## src/spray_pkg.sv

```systemverilog
// Functional notes
// - One driver per nozzle feeds both air valves
// - Oil valves pulse from timing per mode
// - Oil pulse width 1.00 to 9.99 ms
// - Proportional mode sprays stroke rate times factor / 100
// - First two sprays on pulses, then free
// - Fixed rate mode ignores timing input
// - Burst mode: 1 to 63 sprays per pulse
// - Burst interval to 999 ms, floor sums open
// - Division mode sprays every Nth pulse
// - Clutch on drives air valves on
// - Clutch one-shot stretches air valve drive
// - Clutch disregard derives permit from timing
// - Low oil drives stop relay
// - Disabled state shown on inhibit relay
// - Disabled: wake after programmed pulse count
// - Function plus set toggles open-time display
// - Ten stored setting sets, recall copies
// - Up to five nozzle channels
// - Panel lock input gates panel keys
// - Test mode makes pseudo timing pulses
// - Inhibit relay closed only while enabled
package spray_pkg;
    localparam int CLK_PS = 5000;
    localparam int TICK_US = 10;
    localparam int TICK_CYC = TICK_US * 1000000 / CLK_PS;
    localparam int MIN_US = 60000000;
    localparam int TICKS_MIN = MIN_US / TICK_US;
    localparam int MS_TICKS = 1000 / TICK_US;
    localparam int FACT_SCALE = 100;
    localparam int DEB_US = 1000;
    localparam int DEB_CYC = DEB_US * 1000000 / CLK_PS;
    localparam int SHOT_MS = 100;
    localparam int SHOT_CYC = SHOT_MS * (1000000000 / CLK_PS);
    localparam logic [9:0] OPEN_MIN = 10'h064;
    localparam logic [9:0] OPEN_MAX = 10'h3E7;
    localparam logic [9:0] FACT_MIN = 10'h001;
    localparam logic [9:0] VAL_MAX = 10'h3E7;
    localparam logic [9:0] CNT_MIN = 10'h001;
    localparam logic [9:0] CNT_MAX = 10'h03F;
    localparam logic [9:0] ZERO10 = 10'h000;
    localparam logic [3:0] OFS_CTRL = 4'h0;
    localparam logic [3:0] OFS_NOZ = 4'h1;
    localparam logic [3:0] OFS_OPEN0 = 4'h2;
    localparam logic [3:0] OFS_FACT = 4'h7;
    localparam logic [3:0] OFS_SPM = 4'h8;
    localparam logic [3:0] OFS_CNT = 4'h9;
    localparam logic [3:0] OFS_IVL = 4'hA;
    localparam logic [3:0] OFS_DIV = 4'hB;
    localparam logic [3:0] OFS_WAKE = 4'hC;
    localparam logic [3:0] OFS_TSPM = 4'hD;
    localparam logic [3:0] OFS_STAT = 4'hE;
    localparam logic [3:0] OFS_MEM = 4'hF;
    localparam int CTRL_EN = 0;
    localparam int CTRL_DISR = 1;
    localparam int CTRL_TEST = 2;
    localparam int CTRL_MODE = 4;
    localparam int CTRL_INH1 = 6;
    localparam int CTRL_INH2 = 7;
    localparam int MEM_STORE = 4;
    localparam int MEM_RECALL = 5;
    localparam int MEM_SETS = 10;
    localparam logic [1:0] MODE_P = 2'h0;
    localparam logic [1:0] MODE_R = 2'h1;
    localparam logic [1:0] MODE_C = 2'h2;
    localparam logic [1:0] MODE_D = 2'h3;
    localparam logic [9:0] RST_OPEN = 10'h064;
    localparam logic [9:0] RST_FACT = 10'h064;
    localparam logic [9:0] RST_SPM = 10'h03C;
    localparam logic [5:0] RST_CNT = 6'h01;
    localparam logic [9:0] RST_IVL = 10'h00A;
    localparam logic [5:0] RST_DIV = 6'h01;
    localparam logic [9:0] RST_TSPM = 10'h03C;
    localparam logic [4:0] RST_NOZ = 5'h1F;
    localparam logic [6:0] IN_IDLE = 7'h08;
    localparam int SET_W = 44;
    typedef enum logic [1:0] {P_WAIT1, P_WAIT2, P_FREE} prop_t;
endpackage : spray_pkg

```

## src/press_spray_sequencer.sv

```systemverilog
module press_spray_sequencer #(
    parameter int NOZ = 5,
    parameter int DEB_CYC = spray_pkg::DEB_CYC,
    parameter int SHOT_CYC = spray_pkg::SHOT_CYC,
    parameter int PER_W = 20,
    parameter int WAKE_W = 10
) (
    input wire logic clk_sys,
    input wire logic rstn,
    input wire logic timing_in,
    input wire logic clutch_in,
    input wire logic float_low,
    input wire logic panel_lock_n,
    input wire logic key_func,
    input wire logic key_set,
    input wire logic key_onoff,
    input wire logic [3:0] addr,
    input wire logic [15:0] wdata,
    input wire logic wr,
    input wire logic rd,
    output logic [15:0] rdata,
    output logic [NOZ-1:0] oil_flow_valve_driver,
    output logic [NOZ-1:0] air_control_valve_driver,
    output logic stop_relay,
    output logic run_permit_relay,
    output logic times_hidden
);
    localparam int NIN = 7;
    localparam int DB_W = $clog2(DEB_CYC + 1);
    localparam int SH_W = $clog2(SHOT_CYC + 1);

    logic [NIN-1:0] raw;
    wire [NIN-1:0] lvl;
    logic [NIN-1:0] prev;
    logic [NIN-1:0] rise;
    logic enabled;
    logic disr, test_on, inh1, inh2;
    logic [1:0] mode;
    logic [NOZ-1:0] noz_en;
    logic [9:0] open_t [NOZ];
    logic [9:0] fact, spm, ivl, tspm;
    logic [5:0] cnt, dv;
    logic [WAKE_W-1:0] wake, wcnt;
    localparam int SET_W_L = spray_pkg::SET_W;
    logic [SET_W_L-1:0] mem [spray_pkg::MEM_SETS];
    logic [15:0] tick_c;
    logic tick;
    logic [22:0] acc_t;
    logic tp;
    logic tm_rise, lock, src_rise, src_lvl, permit;
    logic [SH_W-1:0] shot;
    spray_pkg::prop_t pst;
    logic [PER_W-1:0] per_c, period;
    logic [27:0] acc, inc, tgt, acc_sum;
    logic fire_pr, fire_c, fire_d, spray;
    logic [5:0] left;
    logic [16:0] ivl_c, ivl_t, sum_open;
    logic [5:0] dcnt;
    logic [SET_W_L-1:0] cur_set;
    logic [15:0] rmux;

    function automatic logic [9:0] clampv(input logic [15:0] v, input logic [9:0] lo,
                                          input logic [9:0] hi);
        if (v < 16'(lo)) begin
            return lo;
        end else if (v > 16'(hi)) begin
            return hi;
        end
        return v[9:0];
    endfunction : clampv

    assign raw = {key_onoff, key_set, key_func, panel_lock_n, float_low, clutch_in, timing_in};

    for (genvar g = 0; g < NIN; g++) begin : g_in
        logic s1, s2, q;
        logic [DB_W-1:0] dc;
        always_ff @(posedge clk_sys or negedge rstn) begin
            if (!rstn) begin
                s1 <= spray_pkg::IN_IDLE[g];
                s2 <= spray_pkg::IN_IDLE[g];
            end else begin
                s1 <= raw[g];
                s2 <= s1;
            end
        end
        always_ff @(posedge clk_sys or negedge rstn) begin
            if (!rstn) begin
                q <= spray_pkg::IN_IDLE[g];
                dc <= '0;
            end else if (s2 == q) begin
                dc <= '0;
            end else if (dc == DB_W'(DEB_CYC - 1)) begin
                q <= s2;
                dc <= '0;
            end else begin
                dc <= dc + 1'b1;
            end
        end
        assign lvl[g] = q;
    end

    always_ff @(posedge clk_sys or negedge rstn) begin
        if (!rstn) begin
            prev <= spray_pkg::IN_IDLE;
        end else begin
            prev <= lvl;
        end
    end

    always_comb begin
        rise = lvl & ~prev;
        lock = !lvl[3];
        tm_rise = test_on ? tp : rise[0];
        src_rise = disr ? tm_rise : rise[1];
        src_lvl = disr ? 1'b0 : lvl[1];
        permit = src_lvl | (shot != '0);
    end

    // 10 us time base
    always_ff @(posedge clk_sys or negedge rstn) begin
        if (!rstn) begin
            tick_c <= '0;
            tick <= 1'b0;
        end else begin
            tick <= (tick_c == 16'(spray_pkg::TICK_CYC - 1));
            tick_c <= (tick_c == 16'(spray_pkg::TICK_CYC - 1)) ? 16'h0000 : tick_c + 16'h0001;
        end
    end

    always_ff @(posedge clk_sys or negedge rstn) begin
        if (!rstn) begin
            acc_t <= '0;
            tp <= 1'b0;
        end else begin
            tp <= 1'b0;
            if (!test_on) begin
                acc_t <= '0;
            end else if (tick) begin
                if (acc_t + 23'(tspm) >= 23'(spray_pkg::TICKS_MIN)) begin
                    acc_t <= acc_t + 23'(tspm) - 23'(spray_pkg::TICKS_MIN);
                    tp <= 1'b1;
                end else begin
                    acc_t <= acc_t + 23'(tspm);
                end
            end
        end
    end

    always_ff @(posedge clk_sys or negedge rstn) begin
        if (!rstn) begin
            shot <= '0;
        end else if (src_rise) begin
            shot <= SH_W'(SHOT_CYC);
        end else if (shot != '0) begin
            shot <= shot - 1'b1;
        end
    end

    // Settings, clamped on write except nozzle mask and wake; recall loads a set
    always_comb begin
        cur_set = {mode, fact, spm, cnt, ivl, dv};
    end

    always_ff @(posedge clk_sys or negedge rstn) begin
        if (!rstn) begin
            disr <= 1'b0;
            test_on <= 1'b0;
            inh1 <= 1'b0;
            inh2 <= 1'b0;
            mode <= spray_pkg::MODE_P;
            noz_en <= NOZ'(spray_pkg::RST_NOZ);
            fact <= spray_pkg::RST_FACT;
            spm <= spray_pkg::RST_SPM;
            cnt <= spray_pkg::RST_CNT;
            ivl <= spray_pkg::RST_IVL;
            dv <= spray_pkg::RST_DIV;
            wake <= '0;
            tspm <= spray_pkg::RST_TSPM;
        end else if (wr) begin
            case (addr)
                spray_pkg::OFS_CTRL: begin
                    disr <= wdata[spray_pkg::CTRL_DISR];
                    test_on <= wdata[spray_pkg::CTRL_TEST];
                    mode <= wdata[spray_pkg::CTRL_MODE +: 2];
                    inh1 <= wdata[spray_pkg::CTRL_INH1];
                    inh2 <= wdata[spray_pkg::CTRL_INH2];
                end
                spray_pkg::OFS_NOZ: noz_en <= wdata[NOZ-1:0];
                spray_pkg::OFS_FACT: fact <= clampv(wdata, spray_pkg::FACT_MIN, spray_pkg::VAL_MAX);
                spray_pkg::OFS_SPM: spm <= clampv(wdata, spray_pkg::FACT_MIN, spray_pkg::VAL_MAX);
                spray_pkg::OFS_CNT: cnt <= 6'(clampv(wdata, spray_pkg::CNT_MIN, spray_pkg::CNT_MAX));
                spray_pkg::OFS_IVL: ivl <= clampv(wdata, spray_pkg::ZERO10, spray_pkg::VAL_MAX);
                spray_pkg::OFS_DIV: dv <= 6'(clampv(wdata, spray_pkg::CNT_MIN, spray_pkg::CNT_MAX));
                spray_pkg::OFS_WAKE: wake <= wdata[WAKE_W-1:0];
                spray_pkg::OFS_TSPM: tspm <= clampv(wdata, spray_pkg::FACT_MIN, spray_pkg::VAL_MAX);
                spray_pkg::OFS_MEM: begin
                    if (wdata[spray_pkg::MEM_RECALL] && wdata[3:0] < 4'(spray_pkg::MEM_SETS)) begin
                        {mode, fact, spm, cnt, ivl, dv} <= mem[wdata[3:0]];
                    end
                end
                default: ;
            endcase
        end
    end

    // Open time 1.00 to 9.99 ms
    for (genvar n = 0; n < NOZ; n++) begin : g_open
        always_ff @(posedge clk_sys or negedge rstn) begin
            if (!rstn) begin
                open_t[n] <= spray_pkg::RST_OPEN;
            end else if (wr && addr == spray_pkg::OFS_OPEN0 + 4'(n)) begin
                open_t[n] <= clampv(wdata, spray_pkg::OPEN_MIN, spray_pkg::OPEN_MAX);
            end
        end
    end

    always_ff @(posedge clk_sys or negedge rstn) begin
        if (!rstn) begin
            for (int i = 0; i < spray_pkg::MEM_SETS; i++) begin
                mem[i] <= '0;
            end
        end else if (wr && addr == spray_pkg::OFS_MEM && wdata[spray_pkg::MEM_STORE]
                     && wdata[3:0] < 4'(spray_pkg::MEM_SETS)) begin
            mem[wdata[3:0]] <= cur_set;
        end
    end

    // Enable: write, panel key, wake-up
    always_ff @(posedge clk_sys or negedge rstn) begin
        if (!rstn) begin
            enabled <= 1'b0;
            wcnt <= '0;
        end else begin
            if (enabled) begin
                wcnt <= '0;
            end else if (tm_rise) begin
                wcnt <= wcnt + 1'b1;
            end
            if (!enabled && tm_rise && wake != '0 && wcnt + 1'b1 == wake) begin
                enabled <= 1'b1;
                wcnt <= '0;
            end else if (wr && addr == spray_pkg::OFS_CTRL) begin
                enabled <= wdata[spray_pkg::CTRL_EN];
            end else if (rise[6] && !(lock && inh1)) begin
                enabled <= !enabled;
            end
        end
    end

    always_ff @(posedge clk_sys or negedge rstn) begin
        if (!rstn) begin
            times_hidden <= 1'b0;
        end else if (lvl[4] && rise[5] && !(lock && inh2)) begin
            times_hidden <= !times_hidden;
        end
    end

    always_comb begin
        inc = (mode == spray_pkg::MODE_P) ? 28'(fact) : 28'(spm);
        tgt = (mode == spray_pkg::MODE_P) ? 28'(period) * 28'(spray_pkg::FACT_SCALE)
                                          : 28'(spray_pkg::TICKS_MIN);
        acc_sum = acc + inc;
    end

    // Rate path for P and R
    always_ff @(posedge clk_sys or negedge rstn) begin
        if (!rstn) begin
            pst <= spray_pkg::P_WAIT1;
            per_c <= '0;
            period <= '0;
            acc <= '0;
            fire_pr <= 1'b0;
        end else begin
            fire_pr <= 1'b0;
            if (tick && per_c != '1) begin
                per_c <= per_c + 1'b1;
            end
            if (!enabled || mode != spray_pkg::MODE_P) begin
                pst <= spray_pkg::P_WAIT1;
            end else begin
                case (pst)
                    spray_pkg::P_WAIT1: if (tm_rise) begin
                        fire_pr <= 1'b1;
                        per_c <= PER_W'(1);
                        pst <= spray_pkg::P_WAIT2;
                    end
                    spray_pkg::P_WAIT2: if (tm_rise) begin
                        fire_pr <= 1'b1;
                        period <= per_c;
                        per_c <= PER_W'(1);
                        pst <= spray_pkg::P_FREE;
                    end
                    spray_pkg::P_FREE: if (tm_rise) begin
                        period <= per_c;
                        per_c <= PER_W'(1);
                    end
                    default: pst <= spray_pkg::P_WAIT1;
                endcase
            end
            if (!enabled || mode == spray_pkg::MODE_C || mode == spray_pkg::MODE_D
                || (mode == spray_pkg::MODE_P && pst != spray_pkg::P_FREE)) begin
                acc <= '0;
            end else if (tick) begin
                if (acc_sum >= tgt) begin
                    acc <= acc_sum - tgt;
                    fire_pr <= 1'b1;
                end else begin
                    acc <= acc_sum;
                end
            end
        end
    end

    // Interval floor is sum of open times of enabled nozzles
    always_comb begin
        sum_open = '0;
        for (int i = 0; i < NOZ; i++) begin
            sum_open = sum_open + (noz_en[i] ? 17'(open_t[i]) : 17'h00000);
        end
        ivl_t = 17'(ivl) * 17'(spray_pkg::MS_TICKS);
        if (ivl_t < sum_open) begin
            ivl_t = sum_open;
        end
    end

    always_ff @(posedge clk_sys or negedge rstn) begin
        if (!rstn) begin
            left <= '0;
            ivl_c <= '0;
            fire_c <= 1'b0;
        end else begin
            fire_c <= 1'b0;
            if (!enabled || mode != spray_pkg::MODE_C) begin
                left <= '0;
            end else if (tm_rise) begin
                fire_c <= 1'b1;
                left <= cnt - 6'h01;
                ivl_c <= '0;
            end else if (tick && left != '0) begin
                if (ivl_c + 17'h00001 >= ivl_t) begin
                    fire_c <= 1'b1;
                    left <= left - 6'h01;
                    ivl_c <= '0;
                end else begin
                    ivl_c <= ivl_c + 17'h00001;
                end
            end
        end
    end

    always_ff @(posedge clk_sys or negedge rstn) begin
        if (!rstn) begin
            dcnt <= '0;
            fire_d <= 1'b0;
        end else begin
            fire_d <= 1'b0;
            if (!enabled || mode != spray_pkg::MODE_D) begin
                dcnt <= '0;
            end else if (tm_rise) begin
                if (dcnt + 6'h01 >= dv) begin
                    fire_d <= 1'b1;
                    dcnt <= '0;
                end else begin
                    dcnt <= dcnt + 6'h01;
                end
            end
        end
    end

    always_comb begin
        spray = enabled & (fire_pr | fire_c | fire_d);
    end

    for (genvar n = 0; n < NOZ; n++) begin : g_noz
        logic [9:0] oc;
        always_ff @(posedge clk_sys or negedge rstn) begin
            if (!rstn) begin
                oil_flow_valve_driver[n] <= 1'b0;
                oc <= '0;
            end else if (spray && noz_en[n]) begin
                oil_flow_valve_driver[n] <= 1'b1;
                oc <= open_t[n];
            end else if (tick && oc != '0) begin
                oc <= oc - 10'h001;
                oil_flow_valve_driver[n] <= (oc != 10'h001);
            end
        end
        always_ff @(posedge clk_sys or negedge rstn) begin
            if (!rstn) begin
                air_control_valve_driver[n] <= 1'b0;
            end else begin
                air_control_valve_driver[n] <= enabled & noz_en[n] & permit;
            end
        end
    end

    always_ff @(posedge clk_sys or negedge rstn) begin
        if (!rstn) begin
            stop_relay <= 1'b0;
            run_permit_relay <= 1'b0;
        end else begin
            stop_relay <= lvl[2];
            run_permit_relay <= enabled;
        end
    end

    always_comb begin
        rmux = 16'h0000;
        case (addr)
            spray_pkg::OFS_CTRL: rmux = 16'({inh2, inh1, mode, 1'b0, test_on, disr, enabled});
            spray_pkg::OFS_NOZ: rmux = 16'(noz_en);
            spray_pkg::OFS_FACT: rmux = 16'(fact);
            spray_pkg::OFS_SPM: rmux = 16'(spm);
            spray_pkg::OFS_CNT: rmux = 16'(cnt);
            spray_pkg::OFS_IVL: rmux = 16'(ivl);
            spray_pkg::OFS_DIV: rmux = 16'(dv);
            spray_pkg::OFS_WAKE: rmux = 16'(wake);
            spray_pkg::OFS_TSPM: rmux = 16'(tspm);
            spray_pkg::OFS_STAT: rmux = 16'({lock, permit, times_hidden, lvl[2], enabled});
            default: begin
                for (int i = 0; i < NOZ; i++) begin
                    if (addr == spray_pkg::OFS_OPEN0 + 4'(i)) begin
                        rmux = 16'(open_t[i]);
                    end
                end
            end
        endcase
    end

    // Read data valid one cycle after strobe
    always_ff @(posedge clk_sys or negedge rstn) begin
        if (!rstn) begin
            rdata <= '0;
        end else begin
            rdata <= rd ? rmux : 16'h0000;
        end
    end

    chk_stop_relay: assert property (@(posedge clk_sys) disable iff (!rstn)
        lvl[2] |=> stop_relay) else $error("stop relay missed low oil");
    chk_inhibit_drop: assert property (@(posedge clk_sys) disable iff (!rstn)
        $fell(enabled) |-> ##1 !run_permit_relay) else $error("inhibit relay stayed");
    chk_disabled_open: assert property (@(posedge clk_sys) disable iff (!rstn)
        !enabled [*2] |-> !run_permit_relay) else $error("relay closed while disabled");
    chk_air_cause: assert property (@(posedge clk_sys) disable iff (!rstn)
        $rose(air_control_valve_driver[0]) |-> $past(permit) && $past(enabled))
        else $error("air valve rose without permit");
    chk_shot_load: assert property (@(posedge clk_sys) disable iff (!rstn)
        src_rise |=> shot == SH_W'(SHOT_CYC)) else $error("one-shot not started");
    chk_oil_cause: assert property (@(posedge clk_sys) disable iff (!rstn)
        $rose(oil_flow_valve_driver[0]) |-> $past(spray) && $past(noz_en[0]))
        else $error("oil pulse without spray");
    chk_rate_tick: assert property (@(posedge clk_sys) disable iff (!rstn)
        mode == spray_pkg::MODE_R && !tick |=> !fire_pr) else $error("R followed timing");
    chk_div_sync: assert property (@(posedge clk_sys) disable iff (!rstn)
        fire_d |-> $past(tm_rise) && $past(mode) == spray_pkg::MODE_D)
        else $error("division spray off pulse");
    chk_burst_start: assert property (@(posedge clk_sys) disable iff (!rstn)
        enabled && mode == spray_pkg::MODE_C && tm_rise && !wr |=> fire_c)
        else $error("burst did not start");
    chk_wake_up: assert property (@(posedge clk_sys) disable iff (!rstn)
        !enabled && tm_rise && wake != '0 && wcnt + 1'b1 == wake |=> enabled)
        else $error("wake-up missed");
endmodule : press_spray_sequencer

```

## config.mk

```make
export PLATFORM = sky130hd
export DESIGN_NAME = press_spray_sequencer
export DESIGN_NICKNAME = d
export VERILOG_FILES = /design/src/spray_pkg.sv /design/src/press_spray_sequencer.sv
export SDC_FILE = /design/constraint.sdc
export NUM_CORES = 2
export LEC_CHECK = 0
export ABC_AREA = 1
export BUFFER_PORTS_ARGS = -buffer_cell sky130_fd_sc_hd__buf_2
export CORE_ASPECT_RATIO = 0.9
export CORE_MARGIN = 5
export CORE_UTILIZATION = 50
export CTS_CLUSTER_DIAMETER = 120
export DETAILED_ROUTE_END_ITERATION = 16
export PLACE_DENSITY = 0.72
export SETUP_SLACK_MARGIN = 0.3
export SLEW_MARGIN = 25
export SYNTH_ARGS = -nofsm -noshare
export SYNTH_HDL_FRONTEND = slang
export SYNTH_SLANG_ARGS = --single-unit
```

## constraint.sdc

```tcl
create_clock -name clk_sys -period 6.8 [get_ports clk_sys]
set_clock_uncertainty 0.1 [all_clocks]
set_input_delay 0.68 -clock clk_sys [delete_from_list [all_inputs] [get_ports clk_sys]]
set_output_delay 0.68 -clock clk_sys [all_outputs]
set_load 0.005 [all_outputs]
```

==> qor.yml <==
critical_path:
  cpPeakStageDelay_ps: 670
  cp.required_ps: 7310
  path_delay_family: "adder cells"
  crit_start: "noz_en[1]"
  rr_startpoint: "noz_en[1]"
  path_depth: 37
  crit_slowest_cell: "dfstp_2"
  critical_path.endpoint_type: "register"
  cpMostUsedCell: "nand2_1"
  cp_num_buf_inv: 7
  crit_type: "register to register"
  startpoint_type: "register"
  ff2ff_path_depth: 37
  cp_max_fo: 6
  cp.arrival_ps: 7420
cells_and_area:
  final_nets: 6926
  drive_gt1_frac: 0.08676
  syn2layout_area_growth_pct: 11.84
  final_cell_area_um2: 59440
timing:
  slew-limit-headroom: 0.2747
  setup_viol: 22
  final.hold.worst_slack_ps: 150.2
  rsz0062_at_grt: "true"
  worst_pin_slew_ps: 1087
  setup_slack_ps: -112.4
  finalSetupTns_ps: -1332
  maxSlewViolCount: 0
  period_share: 1.017
  period_needed_ps: 6912
  clock.fmax_mhz: 144.7
  hold_viol_final: 0
logic_synthesis:
  yosysTopAreaCell: "dfrtp_1"
  ys.flop_type: "dfrtp_1"
  netlist_instances: 6583
  synth_area_leaders: "dfrtp_1 44%, nand2_1 11%, o21ai_0 6.9%"
  async_flop_share: 1.000
  synth_seq_cells: 966
  ys_warn_count: 0
  netlist_area_um2: 53150
  avgSynthCellArea_um2: 8.074
  yosys.area.top_type_share: 0.4369
  synth_enable_flop_cells: 0
  netlist-cell-type-count: 69
  ys_seq_area_frac: 0.4557
global_routing:
  grt_pass1_wl_um: 242600
  track_usage: 0.2647
  antenna_found_initial: 8
  grt_max_degree: 178
  overflow: 0
  grt_pass1_vias: 44070
placement:
  place.gp.congestion: 0.9616
  hpwlAfterDp_um: 102600
  numPortBuffers: 53
  dpl_cell_area_um2: 55190
clock_tree:
  clk_pin_slew_worst_paths_ps: 60
  htree_levels: 3
  cts_buffers: 98
  cts_sinks: 966
  tritoncts: "built"
  max-clock-path-buffers: 3
  cts-root-buf: "clkbuf_16"
  clock_latency_ps: 710
routing:
  routed_wl_um: 151500
  drt_iter0_drc: 4114
  antenna_left: 0
  viasPerCell: 5.650
  drc: 0
  post_drt_wl_per_cell_um: 18.72
  first_pass_iters: 8
  num_vias: 45710
floorplan:
  die_w_um: 353.7
  num_rows: 113
  io_pins: 60
  die_y_um: 319.3
  die-area_um2: 112900
  core_um2: 105500
  start_util: 0.5039
power:
  peakVddDrop_v: 0.0002655
  p_leak_uw: 0.02857
  pwr_density_cell_nw_per_um2: 304.5
run_status:
  violations: "setup timing"
  status: "finished, violations left"
worst_hold_path:
  whs_path_depth: 3
  hp-class: "input port to register"
  min-delay-start: "wdata[6]"
run:
  drv_cap: 0
-- area by class of cell --
class                      count  area, um^2
sequential                   966       24220
clock buffer                 140        2893
antenna                        3       7.507
fill                        9538       46030
timing repair buffer         202        1579
inverter                     801        3013
multi-input combinational   4553       25370
tap                         1380        1727
clock inverter                46       631.9
-- placed cells by master, fill, tap and decap left out, types with 133 or more instances in the layout --
cell / netlist / layout
nand3_1: 238 / 236
o21ai_0: 738 / 724
xor2_1: 135 / 135
dfrtp_1: 928 / 928
a21oi_1: 277 / 262
nand2_1: 1562 / 1546
inv_1: 791 / 777
nor2_1: 479 / 460
a22oi_1: 133 / 133
ha_1: 221 / 213
-- registers in the layout, indices dropped and copies added (netlist names), 16 cells and up --
signal	count
acc	28
tick_c	16
ivl_c	17
mem	440
g_in.dc	126
shot	25
period	20
open_t	50
per_c	20
acc_t	23
g_noz.oc	50
-- power breakdown --
part	internal, uW	total [uW]	switching [uW]
logic	2280	5680	3400
clock network	3410	5830	2430
registers	6180	6580	408
-- final timing paths --
kind                                       to  slack [ps]
min in group asynchronous       g_in[2].dc[2]         560
max in group asynchronous          period[18]        4530
worst min register to register     g_in[2].s2         250
worst min-delay path                     inh1         150
worst max-delay path                 ivl_c[4]        -110
worst max register to register       ivl_c[4]        -110
-- cell families (layout without fill, tap and decap cells) --
logic type | Yosys count | count (layout) | share of synthesized area
simple gates | 2656 | 2656 | 0.2105
compound gates | 1423 | 1423 | 0.1522
buf+inv | 1069 | 1189 | 0.07719
flops | 966 | 966 | 0.4557
fa+ha+maj | 273 | 273 | 0.07161
xor+xnor | 188 | 188 | 0.03126
mux | 7 | 7 | 0.001483
other cells | 1 | 9 | 0.00007055
-- repair_timing --
item / 4_1_cts / 5_1_grt
pin swaps: 47 / 43
setup endpoints to repair: 24 / 45
endpoints found under the hold margin: 55 / 0
hold buffers: 8 / 0
gates cloned: 1 / 0
buffers inserted: 21 / 6
resized for setup: 68 / 44
-- worst min-delay path, stage by stage --
cell and delay (ps):
buf_2 110, nand2_1 50, o21ai_0 60
-- metal layers --
metal / wire length [um] / track usage / part of all wire
met5: 41 / 0 / 0.00027
met4: 5362 / 0.08723 / 0.035
met3: 12240 / 0.05537 / 0.081
met2: 67490 / 0.4175 / 0.45
met1: 66330 / 0.3675 / 0.44
-- metrics by stage --
step                power (uW)  setup slack (ps)  instances    util
global placement         11600            -300.4       7864  0.5231
CTS                      17910            -28.23       8080  0.5610
detailed placement       11710            -352.3       7864  0.5233
finish                   18100            -112.4       8091  0.5636
global route             19140            -427.5       8089  0.5635
floorplan                 9955             301.4       6588       -
-- synthesized netlist by cell type (8+ instances only) --
| cell type | count |
|---|---|
| or2_2 | 14 |
| a22oi_1 | 133 |
| nor3b_1 | 20 |
| a21o_1 | 11 |
| xnor2_1 | 51 |
| a211oi_1 | 23 |
| xor2_1 | 135 |
| o221ai_1 | 25 |
| nor3_1 | 121 |
| nand3_1 | 238 |
| nor2_1 | 479 |
| nor4_1 | 34 |
| a22o_1 | 8 |
| nand3b_1 | 9 |
| nand2_1 | 1562 |
| o21bai_1 | 10 |
| nand4_1 | 114 |
| o22ai_1 | 45 |
| ha_1 | 221 |
| a221oi_1 | 13 |
| nand3_2 | 11 |
| a31oi_1 | 48 |
| o21a_1 | 12 |
| nand2_2 | 21 |
| o211ai_1 | 21 |
| buf_4 | 8 |
| a21oi_1 | 277 |
| clkbuf_1 | 215 |
| o21ai_1 | 20 |
| dfstp_2 | 38 |
| nor2_2 | 8 |
| o21ai_0 | 738 |
| inv_1 | 791 |
| fa_1 | 52 |
| buf_2 | 42 |
| dfrtp_1 | 928 |
(Power assumes the default switching activity.)
